--- src/rtl/fpc_pkg.sv ---
package fpc_pkg;

  // ----------------------------------------------------------------
  // Register offsets
  // ----------------------------------------------------------------
  localparam logic [7:0] ADDR_HIGH_OFS   = 8'hf4;
  localparam logic [7:0] ADDR_LOW_OFS    = 8'hf5;
  localparam logic [7:0] WRITE_DATA_OFS  = 8'hf6;
  localparam logic [7:0] CONTROL_OFS     = 8'hf7;

  // ----------------------------------------------------------------
  // Reset values
  // ----------------------------------------------------------------
  localparam logic [7:0] ADDR_HIGH_RST   = 8'h00;
  localparam logic [7:0] ADDR_LOW_RST    = 8'h00;
  localparam logic [7:0] WRITE_DATA_RST  = 8'h00;
  localparam logic [7:0] CONTROL_RST     = 8'h00;

  // ----------------------------------------------------------------
  // Control field positions
  // ----------------------------------------------------------------
  localparam int START_BIT     = 7;
  localparam int PGSE_BIT      = 6;
  localparam int PGS_HI        = 5;
  localparam int PGS_LO        = 4;
  localparam int OPSEL_HI      = 1;
  localparam int OPSEL_LO      = 0;
  localparam logic [7:0] CONTROL_MASK = 8'hf3;

  // ----------------------------------------------------------------
  // Unlock sequence bytes
  // ----------------------------------------------------------------
  localparam logic [7:0] UNLOCK_FIRST  = 8'h55;
  localparam logic [7:0] UNLOCK_SECOND = 8'haa;
  localparam logic [7:0] UNLOCK_THIRD  = 8'h55;

  // ----------------------------------------------------------------
  // Page sizes and service region
  // ----------------------------------------------------------------
  localparam logic [9:0]  PAGE_512      = 10'h200;
  localparam logic [9:0]  PAGE_256      = 10'h100;
  localparam logic [9:0]  PAGE_128      = 10'h080;
  localparam logic [2:0]  PAGE_CODE_256 = 3'h5;
  localparam logic [2:0]  PAGE_CODE_128 = 3'h6;
  localparam logic [2:0]  PAGE_CODE_RSV = 3'h7;
  localparam logic [16:0] SERVICE_BLOCK = 17'h00200;
  localparam logic [16:0] FLASH_END     = 17'h10000;

  typedef enum logic [1:0] {
    OP_BYTE_PROGRAM = 2'b00,
    OP_CHIP_PROTECT = 2'b01,
    OP_PAGE_ERASE   = 2'b10,
    OP_CHIP_ERASE   = 2'b11
  } fpc_op_e;

  typedef enum logic [1:0] {
    ST_IDLE  = 2'b00,
    ST_ISSUE = 2'b01,
    ST_WAIT  = 2'b10
  } fpc_state_e;

endpackage : fpc_pkg

--- src/rtl/fpc_unlock.sv ---
`timescale 1ns/1ps
module fpc_unlock (
  // Clock and reset
  input  wire logic       mclk,
  input  wire logic       rst_n,
  // Data register writes
  input  wire logic       data_we,
  input  wire logic [7:0] data_wdata,
  // Relock request
  input  wire logic       relock,
  // Status
  output logic            unlocked
);

  typedef struct packed {
    logic [1:0] step;
    logic       open;
  } fpc_unlock_s;

  fpc_unlock_s st_r;
  fpc_unlock_s st_nxt;

  // ----------------------------------------------------------------
  // Sequence tracking
  // ----------------------------------------------------------------
  always_comb begin
    st_nxt = st_r;
    if (relock) begin
      st_nxt = '0;
    end else if (data_we && !st_r.open) begin
      unique case (st_r.step)
        2'd0: st_nxt.step = (data_wdata == fpc_pkg::UNLOCK_FIRST)
                            ? 2'd1 : 2'd0;
        2'd1: st_nxt.step = (data_wdata == fpc_pkg::UNLOCK_SECOND)
                            ? 2'd2 : 2'd0;
        2'd2: begin
          if (data_wdata == fpc_pkg::UNLOCK_THIRD) begin
            st_nxt.open = 1'b1;
            st_nxt.step = 2'd0;
          end else begin
            st_nxt.step = 2'd0;
          end
        end
        default: st_nxt.step = 2'd0;
      endcase
    end
  end

  always_ff @(posedge mclk) begin
    if (!rst_n) begin
      st_r <= '0;
    end else begin
      st_r <= st_nxt;
    end
  end

  assign unlocked = st_r.open;

endmodule : fpc_unlock

--- src/rtl/fpc_flash_ctrl.sv ---
`timescale 1ns/1ps
// How it works
// - Start bit one launches selected operation; start zero does nothing.
// - Enable and page-select code give 512, 256 or 128 byte pages; code 111 gives none and page erase does nothing.
// - Select 00 program, 01 protect, 10 page erase, 11 chip erase.
// - Operation starts straight from the control register write.
// - Page erase clears the whole page holding the target address.
// - Chip erase clears everything except the service-program region.
// - After protect, flash reads return zero.
// - Interrupts arriving during an operation are dropped.
// - Target address is high register over low register, 16 bits.
// - Program or page erase into service region changes nothing.
// - Eight-bit data register holds the byte to program.
module fpc_flash_ctrl #(
  parameter int SERVICE_BLOCKS = 8
) (
  // Clock and reset
  input  wire logic        mclk,
  input  wire logic        rst_n,
  // Register port
  input  wire logic [7:0]  sfr_addr,
  input  wire logic        sfr_we,
  input  wire logic        sfr_re,
  input  wire logic [7:0]  sfr_wdata,
  output logic      [7:0]  sfr_rdata,
  // System configuration enable
  input  wire logic        self_program_write_permit,
  // Flash array command
  output logic             flash_cmd_valid,
  output logic      [1:0]  flash_cmd_op,
  output logic      [15:0] flash_cmd_addr,
  output logic      [9:0]  flash_cmd_page_bytes,
  output logic      [7:0]  flash_write_data,
  output logic      [15:0] flash_erase_limit,
  input  wire logic        flash_busy,
  // Flash read path
  input  wire logic [7:0]  flash_rd_raw,
  output logic      [7:0]  flash_rd_data,
  // Interrupt path
  input  wire logic        irq_in,
  output logic             irq_out,
  // Status
  output logic             op_active
);

  typedef struct packed {
    fpc_pkg::fpc_state_e state;
    logic [7:0]          addr_hi;
    logic [7:0]          addr_lo;
    logic [7:0]          wdata;
    logic [7:0]          ctrl;
    logic                protect;
    logic [7:0]          rdata;
    logic [1:0]          op;
    logic [15:0]         addr;
    logic [9:0]          page;
    logic                permit_d;
  } fpc_ctrl_s;

  fpc_ctrl_s st_r;
  fpc_ctrl_s st_nxt;
  logic      unlocked;
  logic      data_we;
  logic      ctrl_we;
  logic      launch;
  logic [15:0] tgt_addr;
  logic [9:0]  page_bytes;
  logic        in_service;
  logic [16:0] service_base;
  logic        relock;

  function automatic logic [9:0] page_size(input logic [2:0] code);
    unique case (code)
      fpc_pkg::PAGE_CODE_256: page_size = fpc_pkg::PAGE_256;
      fpc_pkg::PAGE_CODE_128: page_size = fpc_pkg::PAGE_128;
      fpc_pkg::PAGE_CODE_RSV: page_size = 10'h000;
      default:                page_size = fpc_pkg::PAGE_512;
    endcase
  endfunction : page_size

  // ----------------------------------------------------------------
  // Decode
  // ----------------------------------------------------------------
  assign data_we  = sfr_we && (sfr_addr == fpc_pkg::WRITE_DATA_OFS);
  assign ctrl_we  = sfr_we && (sfr_addr == fpc_pkg::CONTROL_OFS);
  assign tgt_addr = {st_r.addr_hi, st_r.addr_lo};
  assign page_bytes = page_size({sfr_wdata[fpc_pkg::PGSE_BIT],
                     sfr_wdata[fpc_pkg::PGS_HI:fpc_pkg::PGS_LO]});
  assign service_base = fpc_pkg::FLASH_END -
         17'(fpc_pkg::SERVICE_BLOCK * 17'(SERVICE_BLOCKS));
  assign in_service = (SERVICE_BLOCKS != 0) &&
                      ({1'b0, tgt_addr} >= service_base);
  assign launch = ctrl_we && sfr_wdata[fpc_pkg::START_BIT] &&
                  unlocked && self_program_write_permit &&
                  (st_r.state == fpc_pkg::ST_IDLE);
  // Unlock survives a low enable; only its falling edge drops it
  assign relock = st_r.permit_d && !self_program_write_permit;

  fpc_unlock u_unlock (
    .mclk       (mclk),
    .rst_n      (rst_n),
    .data_we    (data_we),
    .data_wdata (sfr_wdata),
    .relock     (relock),
    .unlocked   (unlocked)
  );

  // ----------------------------------------------------------------
  // Next state
  // ----------------------------------------------------------------
  always_comb begin
    st_nxt = st_r;
    st_nxt.permit_d = self_program_write_permit;
    if (sfr_we) begin
      unique case (sfr_addr)
        fpc_pkg::ADDR_HIGH_OFS:  st_nxt.addr_hi = sfr_wdata;
        fpc_pkg::ADDR_LOW_OFS:   st_nxt.addr_lo = sfr_wdata;
        fpc_pkg::WRITE_DATA_OFS: st_nxt.wdata   = sfr_wdata;
        fpc_pkg::CONTROL_OFS: begin
          if (st_r.state == fpc_pkg::ST_IDLE) begin
            st_nxt.ctrl = sfr_wdata & fpc_pkg::CONTROL_MASK;
            st_nxt.ctrl[fpc_pkg::START_BIT] = launch;
          end
        end
        default: ;
      endcase
    end
    if (sfr_re) begin
      unique case (sfr_addr)
        fpc_pkg::ADDR_HIGH_OFS:  st_nxt.rdata = st_r.addr_hi;
        fpc_pkg::ADDR_LOW_OFS:   st_nxt.rdata = st_r.addr_lo;
        fpc_pkg::WRITE_DATA_OFS: st_nxt.rdata = st_r.wdata;
        fpc_pkg::CONTROL_OFS:    st_nxt.rdata = st_r.ctrl;
        default:                 st_nxt.rdata = 8'h00;
      endcase
    end
    unique case (st_r.state)
      fpc_pkg::ST_IDLE: begin
        if (launch) begin
          st_nxt.op   = sfr_wdata[fpc_pkg::OPSEL_HI:fpc_pkg::OPSEL_LO];
          st_nxt.page = page_bytes;
          st_nxt.addr = tgt_addr;
          st_nxt.state = fpc_pkg::ST_ISSUE;
          unique case (fpc_pkg::fpc_op_e'(st_nxt.op))
            fpc_pkg::OP_BYTE_PROGRAM: begin
              if (in_service) begin
                st_nxt.state = fpc_pkg::ST_IDLE;
              end
            end
            fpc_pkg::OP_PAGE_ERASE: begin
              st_nxt.addr = tgt_addr &
                            ~{6'h00, page_bytes - 10'h001};
              if (in_service || page_bytes == 10'h000) begin
                st_nxt.state = fpc_pkg::ST_IDLE;
              end
            end
            fpc_pkg::OP_CHIP_PROTECT: st_nxt.addr = 16'h0000;
            fpc_pkg::OP_CHIP_ERASE:   st_nxt.addr = 16'h0000;
          endcase
          if (st_nxt.state == fpc_pkg::ST_IDLE) begin
            st_nxt.ctrl[fpc_pkg::START_BIT] = 1'b0;
          end
        end
      end
      fpc_pkg::ST_ISSUE: st_nxt.state = fpc_pkg::ST_WAIT;
      fpc_pkg::ST_WAIT: begin
        if (!flash_busy) begin
          st_nxt.state = fpc_pkg::ST_IDLE;
          st_nxt.ctrl[fpc_pkg::START_BIT] = 1'b0;
          if (st_r.op == fpc_pkg::OP_CHIP_PROTECT) begin
            st_nxt.protect = 1'b1;
          end
        end
      end
      default: st_nxt.state = fpc_pkg::ST_IDLE;
    endcase
  end

  always_ff @(posedge mclk) begin
    if (!rst_n) begin
      st_r.state   <= fpc_pkg::ST_IDLE;
      st_r.addr_hi <= fpc_pkg::ADDR_HIGH_RST;
      st_r.addr_lo <= fpc_pkg::ADDR_LOW_RST;
      st_r.wdata   <= fpc_pkg::WRITE_DATA_RST;
      st_r.ctrl    <= fpc_pkg::CONTROL_RST;
      st_r.protect <= 1'b0;
      st_r.rdata   <= 8'h00;
      st_r.op      <= 2'b00;
      st_r.addr    <= 16'h0000;
      st_r.page    <= 10'h000;
      st_r.permit_d <= 1'b0;
    end else begin
      st_r <= st_nxt;
    end
  end

  // ----------------------------------------------------------------
  // Outputs
  // ----------------------------------------------------------------
  assign sfr_rdata            = st_r.rdata;
  assign flash_cmd_valid      = (st_r.state == fpc_pkg::ST_ISSUE);
  assign flash_cmd_op         = st_r.op;
  assign flash_cmd_addr       = st_r.addr;
  assign flash_cmd_page_bytes = st_r.page;
  assign flash_write_data     = st_r.wdata;
  assign flash_erase_limit    = 16'(service_base - 17'h00001);
  assign flash_rd_data = st_r.protect ? 8'h00 : flash_rd_raw;
  assign op_active     = (st_r.state != fpc_pkg::ST_IDLE);
  assign irq_out       = irq_in && !op_active;

  // ----------------------------------------------------------------
  // Checks
  // ----------------------------------------------------------------
  a_start_launch: assert property (
    @(posedge mclk) disable iff (!rst_n)
    launch && sfr_wdata[1] == 1'b0 && !in_service |=>
    flash_cmd_valid ##1 !flash_cmd_valid)
    else $error("launch did not issue one command");
  a_locked_ignore: assert property (
    @(posedge mclk) disable iff (!rst_n)
    ctrl_we && (!unlocked || !self_program_write_permit) &&
    !op_active |=> (!op_active) [*2])
    else $error("locked write started an operation");
  a_permit_relock: assert property (
    @(posedge mclk) disable iff (!rst_n)
    st_r.permit_d && !self_program_write_permit |=> !unlocked)
    else $error("unlock kept after enable fell");
  a_zero_start: assert property (
    @(posedge mclk) disable iff (!rst_n)
    ctrl_we && !sfr_wdata[7] && !op_active |=> !flash_cmd_valid)
    else $error("start zero issued a command");
  a_page_256: assert property (
    @(posedge mclk) disable iff (!rst_n)
    launch && sfr_wdata[6:4] == 3'h5 && sfr_wdata[1:0] == 2'b10 &&
    !in_service |=> flash_cmd_page_bytes == 10'h100 &&
    flash_cmd_addr[7:0] == 8'h00)
    else $error("page erase size or base wrong");
  a_addr_join: assert property (
    @(posedge mclk) disable iff (!rst_n)
    launch && sfr_wdata[1:0] == 2'b00 && !in_service |=>
    flash_cmd_addr == $past(tgt_addr))
    else $error("program address not high over low");
  a_service_guard: assert property (
    @(posedge mclk) disable iff (!rst_n)
    launch && in_service && !sfr_wdata[0] |=> !op_active ##1
    !flash_cmd_valid)
    else $error("service region write was issued");
  a_protect_zero: assert property (
    @(posedge mclk) disable iff (!rst_n)
    st_r.state == fpc_pkg::ST_WAIT && !flash_busy &&
    st_r.op == 2'b01 |=> (flash_rd_data == 8'h00) [*3])
    else $error("protected read returned data");
  a_irq_drop: assert property (
    @(posedge mclk) disable iff (!rst_n)
    flash_cmd_valid |-> !irq_out ##1 !irq_out)
    else $error("interrupt passed during operation");
  a_data_hold: assert property (
    @(posedge mclk) disable iff (!rst_n)
    data_we |=> flash_write_data == $past(sfr_wdata))
    else $error("data register did not load");

endmodule : fpc_flash_ctrl

--- config.mk ---
export PLATFORM = sky130hd
export DESIGN_NAME = fpc_flash_ctrl
export DESIGN_NICKNAME = d
export VERILOG_FILES = /design/src/rtl/fpc_pkg.sv /design/src/rtl/fpc_unlock.sv /design/src/rtl/fpc_flash_ctrl.sv
export SDC_FILE = /design/constraint.sdc
export NUM_CORES = 1
export LEC_CHECK = 0
export ABC_AREA = 1
export BUFFER_PORTS_ARGS = -buffer_cell sky130_fd_sc_hd__buf_4
export CORE_MARGIN = 5
export CORE_UTILIZATION = 52
export DETAILED_ROUTE_END_ITERATION = 10
export PLACE_DENSITY = 0.79
export SLEW_MARGIN = 20
export SYNTH_ARGS = -nofsm -noshare
export SYNTH_HDL_FRONTEND = slang
export SYNTH_SLANG_ARGS = --single-unit
--- constraint.sdc ---
create_clock -name mclk -period 1.5 [get_ports mclk]
set_input_delay 0.075 -clock mclk [delete_from_list [all_inputs] [get_ports mclk]]
set_output_delay 0.075 -clock mclk [all_outputs]
set_load 0.005 [all_outputs]
# Word level (Yosys, flattened, before mapping)
# Index checks and enable logic that the tools add are counted.
word_totals:
  in_bits: 31
  elab_cells: 90
  out_inout_bits: 71
  register_bits: 73
classes:
  order_cmp: 1
  muxes: 22
  addsub: 1
  n_eq_ne: 19
  n_reduce_logical: 29
  bitwise: 4
op_table:
  columns: ["cell", "n"]
  rows:
  - ["8-bit equality test (second input constant)", 5]
  - ["8-bit two-way mux", 4]
  - ["16-bit one-hot mux with 2 select lines", 1]
  - ["8-bit one-hot mux with 4 select lines", 1]
  - ["10-bit one-hot mux with 3 select lines", 1]
  - ["16-bit AND", 1]
  - ["16-bit greater-or-equal comparator (second input constant)", 1]
  - ["10-bit NOT with 16-bit output", 1]
  - ["10-bit zero test", 1]
  - ["2-bit two-way mux", 5]
  - ["2-bit AND reduction", 5]
  - ["10-bit by 1-bit subtractor with 10-bit output (second input constant)", 1]
  - ["3-bit equality test (second input constant)", 3]
  - ["1-bit logical AND", 9]
  - ["3-bit AND reduction", 3]
  - ["2-bit by 1-bit equality test with 1-bit output (second input constant)", 4]
  - ["2-bit equality test (second input constant)", 4]
  - ["8-bit by 7-bit equality test with 1-bit output (second input constant)", 1]
  - ["2-bit zero test", 4]
  - ["1-bit two-way mux", 6]
  - ["2-bit one-hot mux with 3 select lines", 1]
  - ["2-bit != test (second input constant)", 2]
  - ["1-bit one-hot mux with 2 select lines", 2]
  - ["2-bit one-hot mux with 2 select lines", 1]
  - ["5 further kinds", 9]

# Logic depth before layout (Yosys ltp)
logic_depth:
  depth_word: 12
  mapped_depth: 11

# Hierarchy
# From an unflattened synthesis, not the netlist that was laid out.
unflattened:
  hier_cells: 508
  hier_area_um2: 3539.6
modules_own_cells:
  columns: ["mod", "cells_per_inst", "area_each_um2", "seq_area_each_um2", "instances"]
  rows:
  - ["fpc_flash_ctrl", 474, 3316.9, 1261.2, 1]
  - ["fpc_unlock", 34, 222.7, 60.1, 1]

# Worst setup path before layout
# No wires, ideal clock.
synth_timing:
  kind: "reg2reg"
  start: "register st_r[71] (netlist name)"
  end: "register st_r[42] (netlist name)"
  slack_ns: 0.311
  t_required_ns: 1.381
  stages_incl_launch_ff: 6
  t_arrival_ns: 1.070
  path_buffers: 1
  path_cell_list: "dfxtp_1 nor2_1 nand3_1 buf_2 o21ai_0 a21oi_1"
synth_between:
  elab_chain_len: 2
synth_rtl:
  columns: ["item", "line", "rtl"]
  rows:
  - ["start, declared", "fpc_flash_ctrl.sv:60", "fpc_ctrl_s st_r;"]
  - ["start signal, assigned", "fpc_flash_ctrl.sv:193", "st_r <= st_nxt;"]
  - ["2-bit zero test", "fpc_flash_ctrl.sv:120", "if (st_r.state == fpc_pkg::ST_IDLE) begin"]
  - ["3-bit AND reduction (no source line)", null, null]
# Every way passes these cells.
# A chain may end at the register's enable or synchronous reset.

# Worst setup path after layout
layout_timing:
  start: "register st_r[71] (netlist name)"
  end: "register st_r[38] (netlist name)"
# The elaborated chain is that of the path after synthesis.

==> impl_metrics.py <==
metrics = {
    "status": {
        "status": "finished, final reports clean",
    },
    "clocking": {
        "clock_sinks": 66,
        "clock_latency_of_the_later_clocked_register_in_the_worst_skew_pair_ps": 340,
        "cts_buffers": 9,
        "cts.clk_slew.worst_paths_ps": 70,
        "cts_max_path_buffers": 2,
        "clock_tree.root_cell": "sky130_fd_sc_hd__clkbuf_8",
        "clock_tree.htree_level_count": 3,
        "tritoncts": "done",
    },
    "floorplan": {
        "floorplan.die.height_um": 92.1,
        "floorplan.die_area_um2": 8480,
        "core_um2": 6680,
        "placement_rows": 30,
        "design.portCount": 102,
        "die_width_um": 92.1,
        "start_util_pct": 52.4,
    },
    "placed_design": {
        "dp.final_hpwl_um": 6510,
        "cell_area_reported_after_detailed_placement_um2": 3800,
        "placement.io_buffers": 78,
        "finalWeightedCongestion": 0.879,
    },
    "sta": {
        "min_period_ps": 1320,
        "final.period_utilization_pct": 87.9,
        "achievable-frequency_mhz": 759,
        "final.setup_skew_ps": 7.73,
        "finalMaxSlewViolations": 0,
        "hold_violation_count_in_the_final_report": 0,
        "hold_ws_ps": 40.9,
        "tns_ps": 0,
        "unrepaired_setup_endpoints_after_global_routing": "false",
        "finalSetupViolations": 0,
    },
    "layout": {
        "fill_cells": 619,
        "syn2layout_area_growth_pct": 13.6,
        "layout_net_count": 570,
        "drive_above_1_share_pct": 22.0,
        "antenna_cells_inserted": 0,
        "design_area_um2": 3980,
    },
    "logic_synthesis": {
        "netlist_area_um2": 3500,
        "synth_seq_cells": 66,
        "synth.yosys.warnings": 0,
        "synth_sequential_area_ratio_pct": 37.7,
        "ys.flop_type": "sky130_fd_sc_hd__dfxtp_1",
        "syn_inst": 494,
        "syn_area_per_cell_um2": 7.09,
        "yosysUniqueCellTypes": 30,
        "synth_enable_flop_cells": 0,
        "synth_async_sr_flop_share_pct": 0,
    },
    "power": {
        "netSwitchingPower_uw": 865,
        "switch_share_pct": 26.0,
        "seq_power_share_pct": 52.9,
        "total_internal_power_uw": 2460,
        "comb_power_share_pct": 8.4,
        "p_leak_uw": 0.00176,
        "irDropWorstVdd_uv": 610,
        "power_per_cell_area_nw_per_um2": 834,
        "power.share.clock_pct": 38.7,
    },
    "routing": {
        "post_route_wl_um": 8430,
        "detailroute.via_count": 3162,
        "detail_route.wl_per_cell_um": 13.6,
        "drtPass1Iterations": 6,
        "drc_violations_left": 0,
        "drt_iter0_drc": 216,
        "antenna_left": 0,
        "vias_per_instance": 5.08,
    },
    "critical_path": {
        "timing.critical_path.required_ps": 1710,
        "timing.rr.start": "st_r[71]$_SDFFE_PN0P_",
        "crit_start": "st_r[71]$_SDFFE_PN0P_",
        "worst_setup_path_end_kind": "flop",
        "top_fanout_value_on_the_critical_path": 11,
        "crit_path_start_kind": "flop",
        "worst-setup-path-type": "flop to flop",
        "critPathArrivalTime_ps": 1530,
    },
    "global_route": {
        "all_layer_global_routing_usage_pct": 20.3,
        "grt_first_pass_wirelength_um": 14000,
        "grt_overflow": 0,
        "via_count_of_the_first_global_routing_pass": 3075,
        "antenna_violations_before_repair": 0,
        "grt_max_degree": 32,
    },
    "job": {
        "cap_viol_max_count": 0,
    },
    "worst_hold_path": {
        "min_from": "flash_busy",
        "min-delay-path-class": "input port to flop",
    },
}
-- kinds of logic (layout without fill, tap and decap cells) --
family	Yosys count	in the layout	synth area share (%)
DFF	66	66	37.7
buffers and inverters	140	167	22.4
other	2	23	0.214
AOI/OAI and AO/OA	107	107	15.5
adders and majority gates	2	2	0.714
and+or+nand+nor	177	177	23.5
-- flip-flops by register name (all words and copies together) (netlist names) --
name and cells:
flash_write_data 8, flash_cmd_page_bytes 3, u_unlock.st_r 2, st_r 26, flash_cmd_addr 16, flash_cmd_op 2, sfr_rdata 8, u_unlock.unlocked 1
-- worst paths after layout --
kind	endpoint	slack (ps)	cells past startpoint
max	st_r[38]$_SDFFE_PN0P_	180	5
min	st_r[71]$_SDFFE_PN0P_	40	3
max reg2reg	st_r[38]$_SDFFE_PN0P_	180	5
min reg2reg	st_r[38]$_SDFFE_PN0P_	450	2
-- stage by stage --
stage                     power (uW)  std cells  util, %  setup slack [ps]
after floorplan                 1980        515        -               311
after CTS                       3340        622     59.6               151
after global routing            3450        622     59.6              12.1
final                           3320        622     59.6               182
after detailed placement        2070        605     56.9              50.4
after global placement          2060        605     56.9              94.5
-- power by group through the flow --
stage,clock network [uW],logic (uW),registers [uW]
4_1_cts,1310,274,1760
3_3_place_gp,0,266,1800
2_1_floorplan,0,180,1800
5_1_grt,1390,309,1760
3_5_place_dp,0,272,1800
6_report,1290,278,1760
-- cell type report --
cell class / count / area, um2 / area share, %
multi-input cells: 309 / 1480 / 37.1
flip-flops and latches: 66 / 1320 / 33.2
repair buffers: 91 / 686 / 17.2
inverters: 60 / 226 / 5.69
clock buffers: 9 / 124 / 3.11
well taps: 80 / 100 / 2.51
clock inverters: 7 / 46.3 / 1.16
-- cell usage in the layout, fill, tap and decap left out, types with 2 or more instances in the layout --
| cell | Yosys | final |
|---|---|---|
| sky130_fd_sc_hd__conb_1 | 2 | 23 |
| sky130_fd_sc_hd__o21ai_0 | 44 | 44 |
| sky130_fd_sc_hd__nand3_1 | 33 | 33 |
| sky130_fd_sc_hd__buf_4 | 62 | 90 |
| sky130_fd_sc_hd__inv_1 | 58 | 58 |
| sky130_fd_sc_hd__nor2_4 | 4 | 4 |
| sky130_fd_sc_hd__nor2_1 | 58 | 58 |
| sky130_fd_sc_hd__clkbuf_8 | 0 | 9 |
| sky130_fd_sc_hd__a21oi_1 | 50 | 50 |
| sky130_fd_sc_hd__clkinvlp_4 | 0 | 3 |
| sky130_fd_sc_hd__nor3_1 | 4 | 4 |
| sky130_fd_sc_hd__o21ai_1 | 9 | 9 |
| sky130_fd_sc_hd__nand3_4 | 2 | 2 |
| sky130_fd_sc_hd__clkinv_2 | 0 | 4 |
| sky130_fd_sc_hd__dfxtp_1 | 66 | 66 |
| sky130_fd_sc_hd__nand2_1 | 65 | 65 |
| sky130_fd_sc_hd__o22ai_1 | 2 | 2 |
| sky130_fd_sc_hd__ha_1 | 2 | 2 |
| sky130_fd_sc_hd__nand4_1 | 4 | 4 |
-- cell usage after synthesis, drive strengths merged, types with 2 or more instances --
cell type	n	area share (%)
dfxtp	66	38
nand3	36	6.0
nand4	4	0.71
ha	2	0.71
a21oi	50	7.1
o21ai	53	7.6
inv	60	6.4
conb	2	0.21
clkbuf	7	0.75
nor3	4	0.57
buf	73	15
o22ai	2	0.36
nand2	67	7.5
nor2	63	8.1
-- layer usage --
metal	up-vias	routed length, um	global-route usage, %	share of wire, %
met5	-	0	0	0
met2	117	4130	33.6	49
met3	23	572	4.84	6.8
met4	0	189	8.79	2.2
li1	1576	-	-	-
met1	1446	3540	25.0	42
-- critical path, cell delays in order (launching register included) --
cell and delay [ps]:
sky130_fd_sc_hd__dfxtp_1 320, sky130_fd_sc_hd__nor2_1 110, sky130_fd_sc_hd__buf_4 160, sky130_fd_sc_hd__nand3_1 280, sky130_fd_sc_hd__o21ai_0 260, sky130_fd_sc_hd__a21oi_1 60
-- what timing repair did --
item                       in CTS  in global routing
setup endpoints to repair       0                  1
buffers inserted                0                  0
gates resized for setup         0                  1
hold endpoints to repair        1                  0
hold buffers                    1                  0
No activity file was read; power rests on OpenSTA's default activity.
